$ cat src/verilog/uhor_cfg.svh
/*
 * Constants of the host controller operational register bank: offsets,
 * field positions, reset values.
 * Assumes inclusion by bare name from the package and the bench monitor.
 */
`ifndef UHOR_CFG_SVH
`define UHOR_CFG_SVH

`define UHOR_OFS_CMD        32'hFFF0_5008
`define UHOR_OFS_IRQ_FLAGS  32'hFFF0_500C
`define UHOR_OFS_IRQ_EN_SET 32'hFFF0_5010
`define UHOR_OFS_IRQ_EN_CLR 32'hFFF0_5014
`define UHOR_OFS_COMM_AREA  32'hFFF0_5018
`define UHOR_OFS_PERIODIC   32'hFFF0_501C
`define UHOR_OFS_CTRL_HEAD  32'hFFF0_5020
`define UHOR_OFS_CTRL_CUR   32'hFFF0_5024
`define UHOR_OFS_BULK_HEAD  32'hFFF0_5028
`define UHOR_OFS_BULK_CUR   32'hFFF0_502C
`define UHOR_OFS_DONE_HEAD  32'hFFF0_5030
`define UHOR_OFS_FRAME_LEN  32'hFFF0_5034
`define UHOR_OFS_FRAME_NUM  32'hFFF0_503C

`define UHOR_BIT_SOFT_RESET   0
`define UHOR_BIT_CTRL_PEND    1
`define UHOR_BIT_BULK_PEND    2
`define UHOR_BIT_OWNER_REQ    3
`define UHOR_CNT_LO           16
`define UHOR_CNT_HI           17

`define UHOR_BIT_OVERRUN      0
`define UHOR_BIT_DONE_WRITTEN 1
`define UHOR_BIT_FRAME_START  2
`define UHOR_BIT_RESUME       3
`define UHOR_BIT_FATAL        4
`define UHOR_BIT_FRAME_WRAP   5
`define UHOR_BIT_HUB_CHANGE   6
`define UHOR_BIT_OWNER_SWAP   30
`define UHOR_BIT_MASTER       31

`define UHOR_EVENT_MASK       32'h4000_006F
`define UHOR_ENABLE_MASK      32'hC000_006F
`define UHOR_COMM_AREA_MASK   32'hFFFF_FF00
`define UHOR_PTR_MASK         32'hFFFF_FFF0
`define UHOR_FRAME_LEN_MASK   32'hFFFF_3FFF
`define UHOR_RST_FRAME_LEN    32'h0000_2EDF
`define UHOR_RST_ZERO         32'h0000_0000
`define UHOR_FRAME_MSB        15

`endif

$ cat src/verilog/uhor_pkg.sv
/*
 * Types of the host controller operational register bank.
 * Assumes uhor_cfg.svh is on the include path.
 */
package uhor_pkg;
    `include "uhor_cfg.svh"

    // register port request from software
    typedef struct packed {
        logic        sel;
        logic        wr;
        logic [31:0] addr;
        logic [31:0] wdata;
    } uhor_req_t;

    // internal events from list processor, frame logic and root hub
    typedef struct packed {
        logic overrun;
        logic done_written;
        logic frame_start;
        logic resume;
        logic hub_change;
        logic bulk_fill;
        logic bulk_begin;
        logic ctrl_fill;
        logic ctrl_begin;
        logic reset_done;
    } uhor_evt_t;

    typedef enum logic [0:0] {
        UHOR_IDLE  = 1'b0,
        UHOR_RESET = 1'b1
    } uhor_state_t;
endpackage : uhor_pkg

$ cat src/verilog/uhor_regs.sv
/*
 * Operational register bank of a USB 1.1 host controller: command and
 * status, interrupt flags and enables, list pointers, frame counter.
 * Assumes a single-cycle register port from the bus slave and one-cycle
 * event pulses from the list processor, frame logic and root hub.
 */
`timescale 1ns/1ps
`default_nettype none

module uhor_regs
    import uhor_pkg::*;
(
    input  wire logic             SYS_CLK,
    input  wire logic             RST_N,
    input  wire uhor_pkg::uhor_req_t REQ,
    output logic [31:0]           RDATA,
    input  wire uhor_pkg::uhor_evt_t EVT,
    input  wire logic             FRAME_RELOAD,
    input  wire logic [31:0]      DONE_HEAD_IN,
    input  wire logic             DONE_HEAD_LOAD,
    output logic                  SOFT_RESET_REQ,
    output logic                  CTRL_PENDING,
    output logic                  BULK_PENDING,
    output logic [31:0]           COMM_AREA,
    output logic [31:0]           CTRL_HEAD,
    output logic [31:0]           BULK_HEAD,
    output logic [31:0]           FRAME_LEN,
    output logic [15:0]           FRAME_NUMBER,
    output logic                  IRQ
);
    import uhor_pkg::*;

    function automatic logic hit(input uhor_req_t r, input logic [31:0] a);
        hit = r.sel && r.wr && (r.addr == a);
    endfunction : hit

    uhor_state_t state;
    uhor_state_t next_state;
    logic [31:0] cmd, next_cmd;
    logic [31:0] flags, next_flags;
    logic [31:0] enables, next_enables;
    logic [31:0] comm_area_pointer, next_comm_area_pointer;
    logic [31:0] periodic_cursor, next_periodic_cursor;
    logic [31:0] control_head_ptr, next_control_head_ptr;
    logic [31:0] control_cursor, next_control_cursor;
    logic [31:0] bulk_head_ptr, next_bulk_head_ptr;
    logic [31:0] bulk_cursor, next_bulk_cursor;
    logic [31:0] completed_head_ptr, next_completed_head_ptr;
    logic [31:0] frame_len, next_frame_len;
    logic [15:0] frame_counter, next_frame_counter;
    logic [31:0] next_rdata;
    logic [31:0] set_ev;
    logic [1:0]  ovr_cnt;

    // command and status register
    always_comb begin
        next_cmd   = cmd;
        next_state = state;
        ovr_cnt    = cmd[`UHOR_CNT_HI:`UHOR_CNT_LO];
        if (hit(REQ, `UHOR_OFS_CMD)) begin
            next_cmd[`UHOR_BIT_OWNER_REQ]  = REQ.wdata[`UHOR_BIT_OWNER_REQ];
            next_cmd[`UHOR_BIT_BULK_PEND]  = REQ.wdata[`UHOR_BIT_BULK_PEND];
            next_cmd[`UHOR_BIT_CTRL_PEND]  = REQ.wdata[`UHOR_BIT_CTRL_PEND];
            if (REQ.wdata[`UHOR_BIT_SOFT_RESET]) begin
                next_cmd[`UHOR_BIT_SOFT_RESET] = 1'b1;
            end
        end
        if (EVT.bulk_begin) begin
            next_cmd[`UHOR_BIT_BULK_PEND] = 1'b0;
        end
        if (EVT.bulk_fill) begin
            next_cmd[`UHOR_BIT_BULK_PEND] = 1'b1;
        end
        if (EVT.ctrl_begin) begin
            next_cmd[`UHOR_BIT_CTRL_PEND] = 1'b0;
        end
        if (EVT.ctrl_fill) begin
            next_cmd[`UHOR_BIT_CTRL_PEND] = 1'b1;
        end
        if (EVT.overrun) begin
            next_cmd[`UHOR_CNT_HI:`UHOR_CNT_LO] = 2'(ovr_cnt + 2'h1);
        end
        case (state)
            UHOR_IDLE: begin
                if (next_cmd[`UHOR_BIT_SOFT_RESET]) begin
                    next_state = UHOR_RESET;
                end
            end
            UHOR_RESET: begin
                if (EVT.reset_done) begin
                    next_cmd[`UHOR_BIT_SOFT_RESET] = 1'b0;
                    next_state = UHOR_IDLE;
                end
            end
            default: next_state = UHOR_IDLE;
        endcase
        next_cmd = next_cmd & 32'h0003_000F;
    end

    always_ff @(posedge SYS_CLK or negedge RST_N) begin
        if (!RST_N) begin
            cmd   <= `UHOR_RST_ZERO;
            state <= UHOR_IDLE;
        end else begin
            cmd   <= next_cmd;
            state <= next_state;
        end
    end

    // frame counter and interrupt flags
    always_comb begin
        next_frame_counter = frame_counter;
        if (FRAME_RELOAD) begin
            next_frame_counter = 16'(frame_counter + 16'h0001);
        end
        set_ev = `UHOR_RST_ZERO;
        set_ev[`UHOR_BIT_OVERRUN]      = EVT.overrun;
        set_ev[`UHOR_BIT_DONE_WRITTEN] = EVT.done_written;
        set_ev[`UHOR_BIT_FRAME_START]  = EVT.frame_start;
        set_ev[`UHOR_BIT_RESUME]       = EVT.resume;
        set_ev[`UHOR_BIT_HUB_CHANGE]   = EVT.hub_change;
        set_ev[`UHOR_BIT_FRAME_WRAP]   = next_frame_counter[`UHOR_FRAME_MSB]
                                      ^ frame_counter[`UHOR_FRAME_MSB];
        set_ev[`UHOR_BIT_OWNER_SWAP]   = cmd[`UHOR_BIT_OWNER_REQ];
        next_flags = flags;
        if (hit(REQ, `UHOR_OFS_IRQ_FLAGS)) begin
            next_flags = flags & ~REQ.wdata;
        end
        // set wins over a simultaneous clear; fatal bit stays zero
        next_flags = (next_flags | set_ev) & `UHOR_EVENT_MASK;
    end

    always_ff @(posedge SYS_CLK or negedge RST_N) begin
        if (!RST_N) begin
            flags         <= `UHOR_RST_ZERO;
            frame_counter <= 16'h0000;
        end else begin
            flags         <= next_flags;
            frame_counter <= next_frame_counter;
        end
    end

    // interrupt enables
    always_comb begin
        next_enables = enables;
        if (hit(REQ, `UHOR_OFS_IRQ_EN_SET)) begin
            next_enables = enables | (REQ.wdata & `UHOR_ENABLE_MASK);
        end
        if (hit(REQ, `UHOR_OFS_IRQ_EN_CLR)) begin
            next_enables = enables & ~(REQ.wdata & `UHOR_ENABLE_MASK);
        end
    end

    always_ff @(posedge SYS_CLK or negedge RST_N) begin
        if (!RST_N) begin
            enables <= `UHOR_RST_ZERO;
        end else begin
            enables <= next_enables;
        end
    end

    // pointer registers and frame length
    always_comb begin
        next_comm_area_pointer  = comm_area_pointer;
        next_periodic_cursor    = periodic_cursor;
        next_control_head_ptr   = control_head_ptr;
        next_control_cursor     = control_cursor;
        next_bulk_head_ptr      = bulk_head_ptr;
        next_bulk_cursor        = bulk_cursor;
        next_completed_head_ptr = completed_head_ptr;
        next_frame_len          = frame_len;
        if (hit(REQ, `UHOR_OFS_COMM_AREA)) begin
            next_comm_area_pointer = REQ.wdata & `UHOR_COMM_AREA_MASK;
        end
        if (hit(REQ, `UHOR_OFS_PERIODIC)) begin
            next_periodic_cursor = REQ.wdata & `UHOR_PTR_MASK;
        end
        if (hit(REQ, `UHOR_OFS_CTRL_HEAD)) begin
            next_control_head_ptr = REQ.wdata & `UHOR_PTR_MASK;
        end
        if (hit(REQ, `UHOR_OFS_CTRL_CUR)) begin
            next_control_cursor = REQ.wdata & `UHOR_PTR_MASK;
        end
        if (hit(REQ, `UHOR_OFS_BULK_HEAD)) begin
            next_bulk_head_ptr = REQ.wdata & `UHOR_PTR_MASK;
        end
        if (hit(REQ, `UHOR_OFS_BULK_CUR)) begin
            next_bulk_cursor = REQ.wdata & `UHOR_PTR_MASK;
        end
        if (hit(REQ, `UHOR_OFS_DONE_HEAD)) begin
            next_completed_head_ptr = REQ.wdata & `UHOR_PTR_MASK;
        end
        // list processor update of done head outranks software
        if (DONE_HEAD_LOAD) begin
            next_completed_head_ptr = DONE_HEAD_IN & `UHOR_PTR_MASK;
        end
        if (hit(REQ, `UHOR_OFS_FRAME_LEN)) begin
            next_frame_len = REQ.wdata & `UHOR_FRAME_LEN_MASK;
        end
    end

    always_ff @(posedge SYS_CLK or negedge RST_N) begin
        if (!RST_N) begin
            comm_area_pointer  <= `UHOR_RST_ZERO;
            periodic_cursor    <= `UHOR_RST_ZERO;
            control_head_ptr   <= `UHOR_RST_ZERO;
            control_cursor     <= `UHOR_RST_ZERO;
            bulk_head_ptr      <= `UHOR_RST_ZERO;
            bulk_cursor        <= `UHOR_RST_ZERO;
            completed_head_ptr <= `UHOR_RST_ZERO;
            frame_len          <= `UHOR_RST_FRAME_LEN;
        end else begin
            comm_area_pointer  <= next_comm_area_pointer;
            periodic_cursor    <= next_periodic_cursor;
            control_head_ptr   <= next_control_head_ptr;
            control_cursor     <= next_control_cursor;
            bulk_head_ptr      <= next_bulk_head_ptr;
            bulk_cursor        <= next_bulk_cursor;
            completed_head_ptr <= next_completed_head_ptr;
            frame_len          <= next_frame_len;
        end
    end

    // read data, registered; unmapped addresses read zero
    always_comb begin
        next_rdata = `UHOR_RST_ZERO;
        if (REQ.sel && !REQ.wr) begin
            case (REQ.addr)
                `UHOR_OFS_CMD:        next_rdata = cmd;
                `UHOR_OFS_IRQ_FLAGS:  next_rdata = flags;
                `UHOR_OFS_IRQ_EN_SET: next_rdata = enables;
                `UHOR_OFS_IRQ_EN_CLR: next_rdata = enables;
                `UHOR_OFS_COMM_AREA:  next_rdata = comm_area_pointer;
                `UHOR_OFS_PERIODIC:   next_rdata = periodic_cursor;
                `UHOR_OFS_CTRL_HEAD:  next_rdata = control_head_ptr;
                `UHOR_OFS_CTRL_CUR:   next_rdata = control_cursor;
                `UHOR_OFS_BULK_HEAD:  next_rdata = bulk_head_ptr;
                `UHOR_OFS_BULK_CUR:   next_rdata = bulk_cursor;
                `UHOR_OFS_DONE_HEAD:  next_rdata = completed_head_ptr;
                `UHOR_OFS_FRAME_LEN:  next_rdata = frame_len;
                `UHOR_OFS_FRAME_NUM:  next_rdata = {16'h0000, frame_counter};
                default:              next_rdata = `UHOR_RST_ZERO;
            endcase
        end
    end

    always_ff @(posedge SYS_CLK or negedge RST_N) begin
        if (!RST_N) begin
            RDATA <= `UHOR_RST_ZERO;
        end else begin
            RDATA <= next_rdata;
        end
    end

    assign SOFT_RESET_REQ = cmd[`UHOR_BIT_SOFT_RESET];
    assign CTRL_PENDING   = cmd[`UHOR_BIT_CTRL_PEND];
    assign BULK_PENDING   = cmd[`UHOR_BIT_BULK_PEND];
    assign COMM_AREA      = comm_area_pointer;
    assign CTRL_HEAD      = control_head_ptr;
    assign BULK_HEAD      = bulk_head_ptr;
    assign FRAME_LEN      = frame_len;
    assign FRAME_NUMBER   = frame_counter;
    assign IRQ = enables[`UHOR_BIT_MASTER]
              && |(flags & enables & `UHOR_EVENT_MASK);

endmodule : uhor_regs

`default_nettype wire

$ cat config.mk
export PLATFORM = sky130hd
export DESIGN_NAME = uhor_regs
export DESIGN_NICKNAME = d
export VERILOG_FILES = /design/src/verilog/uhor_pkg.sv /design/src/verilog/uhor_regs.sv
export VERILOG_INCLUDE_DIRS = /design/src /design/src/verilog
export SDC_FILE = /design/constraint.sdc
export NUM_CORES = 1
export LEC_CHECK = 0
export BUFFER_PORTS_ARGS = -buffer_cell sky130_fd_sc_hd__clkbuf_2
export CORE_UTILIZATION = 30
export DETAILED_ROUTE_END_ITERATION = 7
export PLACE_DENSITY = 0.57
export SYNTH_ARGS = -nofsm -noshare
export SYNTH_HDL_FRONTEND = slang
export SYNTH_SLANG_ARGS = --single-unit
$ cat constraint.sdc
create_clock -name SYS_CLK -period 4.49 [get_ports SYS_CLK]
set_clock_uncertainty 0.2 [all_clocks]
set_input_delay 0.449 -clock SYS_CLK [delete_from_list [all_inputs] [get_ports SYS_CLK]]
set_output_delay 0.449 -clock SYS_CLK [all_outputs]
set_load 0.005 [all_outputs]
==> results by group <==
Detailed routing
  – Routed len/inst: 23.1 um
  – Vias: between 9k and 10k
  – DRT iter0 DRCs: 740
  – Detailed Route WL: ~43 mm
  – Initial DRT Pass Iterations: 6
  – Via/cell ratio: 5.24
  – DRT antenna net count: 0
  – Final routed DRC violation total: 0

Clocking
  – CTS tree: yes
  – H-tree levels: 2
  – TritonCTS Buffers: 35
  – Clk root buf: clkbuf_16
  – Worst skew pair latency: between 500 and 600 ps
  – Clock Tree Buf Depth: 3
  – Clk slew on worst S/H paths: ~60 ps
  – TritonCTS Sinks: slightly below 300

Floorplanning
  – Initial cell density of the core: 0.305
  – Chip width: ~210 um
  – Die Height: approximately 210 um
  – Core footprint: roughly 42000 um^2
  – Row Count: 75
  – I/O pins: about 300
  – Die ar.: roughly 44000 um^2

Worst setup path
  – Req. time, crit path: roughly 4700 ps
  – CP endpoint kind: flop
  – Arrival @ worst endpoint: 3730 ps
  – Crit path launch type: primary input
  – Crit-path max FO: 14
  – Crit Path Class: in -> reg

Logic synthesis
  – Cells after Synth: 960
  – Post-synth EDFFs: 0
  – Top FF cell, synth: dfrtp_1
  – Synth cell types: 47
  – Register area share after synthesis: 0.571
  – Syn. warnings: 0
  – Post-Syn Area: 12800 um^2
  – Async SR Flop Fraction: 1.00
  – Synth Register Bits: 292
  – Average size of a mapped cell: approximately 13 um^2

Placed design
  – Placed cell area: between 10000 and 15000 um^2
  – Pre-CTS setup slack: slightly above 800 ps
  – Placed cell count: around 1.7k
  – GPL Wtd Cong: between 0.7 and 0.8
  – Port Buffers: roughly 270
  – Detailed Place HPWL: about 28 mm

STA
  – Minimum clock period: around 3500 ps
  – RSZ-0062 raised after global routing: no
  – Setup TNS: 0 ps
  – Slew HR: 0.362
  – Setup ws final: about 1000 ps
  – Setup violators final: 0
  – Fmax: ~0.28 GHz
  – Worst-margin pin slew: between 900 and 1000 ps
  – Hold Fails Final Rpt: 0
  – Slew Viols, Final: 0
  – Fin crit share: 0.783

Pwr
  – Sw Share: 0.237
  – Internal power: 4.60 mW
  – Pwr Density: about 370 nW/um^2
  – Leak pwr: about 8.0 nW
  – Worst VDD drop: between 0.0003 and 0.0004 V
  – Psw: 1.43 mW
  – Register share of total power: 0.462
  – Overall power: about 6.0 mW
  – Comb pwr share: 0.055
  – Clock Power Share: 0.483

Global route
  – Vias in the first global route: 9943
  – Initial antenna violation count: 2
  – Largest net degree at the start of global routing: 99
  – First-pass GRT wire length: 63.8 mm
  – GRT Overall Usage: 0.196
  – GRT Residual Overflow: 0

Run
  – Max-cap violation count: 0

Final layout
  – # fillers: a little over 4k
  – Final #Nets: ~1.4k
  – Area delta synth->final: 28.7%
  – Non-Filler Instances: 1849
  – Share of post-route cells with drive strength above 1: 0.447
  – Final Cell Area: about 17000 um^2

Min path
  – Min-Delay Path Class: in -> reg

Run status
  – Outcome: finished clean
[cells in the final DEF (no fill, tap or decap), drive strengths merged, types with 4 or more instances in the layout]
master and count:
dfstp 11, nor4 6, nor4b 4, conb 18
a2111oi 4, a22oi 49, clkinv 4, nor2 15
a222oi 52, dfrtp 281, nand4 17, nand2 60
buf 33, mux2i 31, a21oi 6, inv 13
a31oi 20, clkbuf 320, xnor2 11, o21ai 35
xor2 6, a21o 6, dlygate4sd3 44, nor3 22
mux2 198, a41oi 9, nand3 11
[cells by family after synthesis]
group,synth area share
compound gates,0.110
flops,0.571
mux,0.198
fa+ha+maj,0.000975
buf+inv,0.0395
xor+xnor,0.0116
other cells,0.000292
simple gates,0.0688
[path summary, 6_finish.rpt]
kind                                  from                to  slack [ps]  cells past startpoint
max                                REQ[49]          flags[1]         970                      8
min                                 EVT[9]           cmd[16]          10                      2
max reg2reg                FRAME_NUMBER[0]  FRAME_NUMBER[15]        2370                      4
min reg2reg                        cmd[17]           cmd[17]         270                      1
max in group asynchronous            RST_N     FRAME_LEN[11]        2710                      3
min in group asynchronous            RST_N   bulk_cursor[26]         330                      2
[synth_stat cells (7+ instances only)]
master / number / area [um^2]
dfrtp_1: 281 / 7030
mux2_2: 195 / 2200
nand2_1: 60 / 225
a222oi_1: 52 / 521
a22oi_1: 49 / 368
mux2i_1: 31 / 310
buf_2: 30 / 150
o21ai_0: 26 / 130
buf_4: 24 / 180
a31oi_1: 20 / 125
nand4_1: 17 / 106
clkbuf_1: 12 / 45.0
inv_1: 12 / 45.0
dfstp_2: 11 / 289
nand3_1: 11 / 55.1
nor3_1: 11 / 55.1
xnor2_1: 11 / 96.3
a41oi_1: 9 / 78.8
o21ai_1: 9 / 45.0
buf_6: 7 / 78.8
nor2_1: 7 / 26.3
nor2_2: 7 / 43.8
nor3_2: 7 / 70.1
[sequential cells by signal (all words and copies together), names as in the netlist, named ones only]
register / count
BULK_HEAD: 28
COMM_AREA: 24
CTRL_HEAD: 28
FRAME_LEN: 30
FRAME_NUMBER: 16
RDATA: 32
bulk_cursor: 28
cmd: 6
completed_head_ptr: 28
control_cursor: 28
flags: 7
periodic_cursor: 28
state: 1
[power by group through the flow]
| stage | Combinational (mW) | Sequential (mW) | Clock (mW) |
|---|---|---|---|
| floorplan | 0.119 | 2.80 | 0 |
| global placement | 0.303 | 2.83 | 0 |
| detailed placement | 0.310 | 2.83 | 0 |
| CTS | 0.341 | 2.78 | 2.98 |
| finish | 0.333 | 2.78 | 2.91 |
| global route | 0.375 | 2.79 | 3.09 |
[worst max-delay path: stages]
cell           delay (ps)
clkbuf_2               80
or4b_1                500
or4_1                 860
buf_4                 370
nor4_4                590
nand2_1               110
a21o_1                200
dlygate4sd3_1         560
[layout make-up]
| type | instances | area, um^2 | share of cell area |
|---|---|---|---|
| Sequential cell | 292 | 7320 | 0.444 |
| Clock inverter | 10 | 145 | 0.00879 |
| Timing Repair Buffer | 345 | 2160 | 0.131 |
| Antenna cell | 1 | 2.50 | 0.000152 |
| Clock buffer | 52 | 1020 | 0.0619 |
| Inverter | 12 | 45.0 | 0.00273 |
| Multi-Input combinational cell | 598 | 5130 | 0.311 |
| Tap cell | 539 | 674 | 0.0409 |
[timing repair]
item,CTS,global route
endpoints found under the hold margin,137,0
setup buffers,0,0
resized for setup,0,0
endpoints found under the setup margin,0,0
hold buffers,44,0
[through the flow]
stage                     hold slack [ps]  utilization
final                                14.4        0.393
after global routing                0.380        0.393
after CTS                           0.152        0.393
after detailed placement              262        0.354
after global placement                251        0.354
after floorplan                     -46.6            -
[layer usage]
layer	up-vias	global-route usage	part of all wire
li1	4286	-	-
met1	4979	0.257	0.43
met2	349	0.313	0.47
met3	68	0.0534	0.069
met4	2	0.0614	0.025
met5	-	0	0.00030
Note: power is estimated with default switching activity, not from simulation.
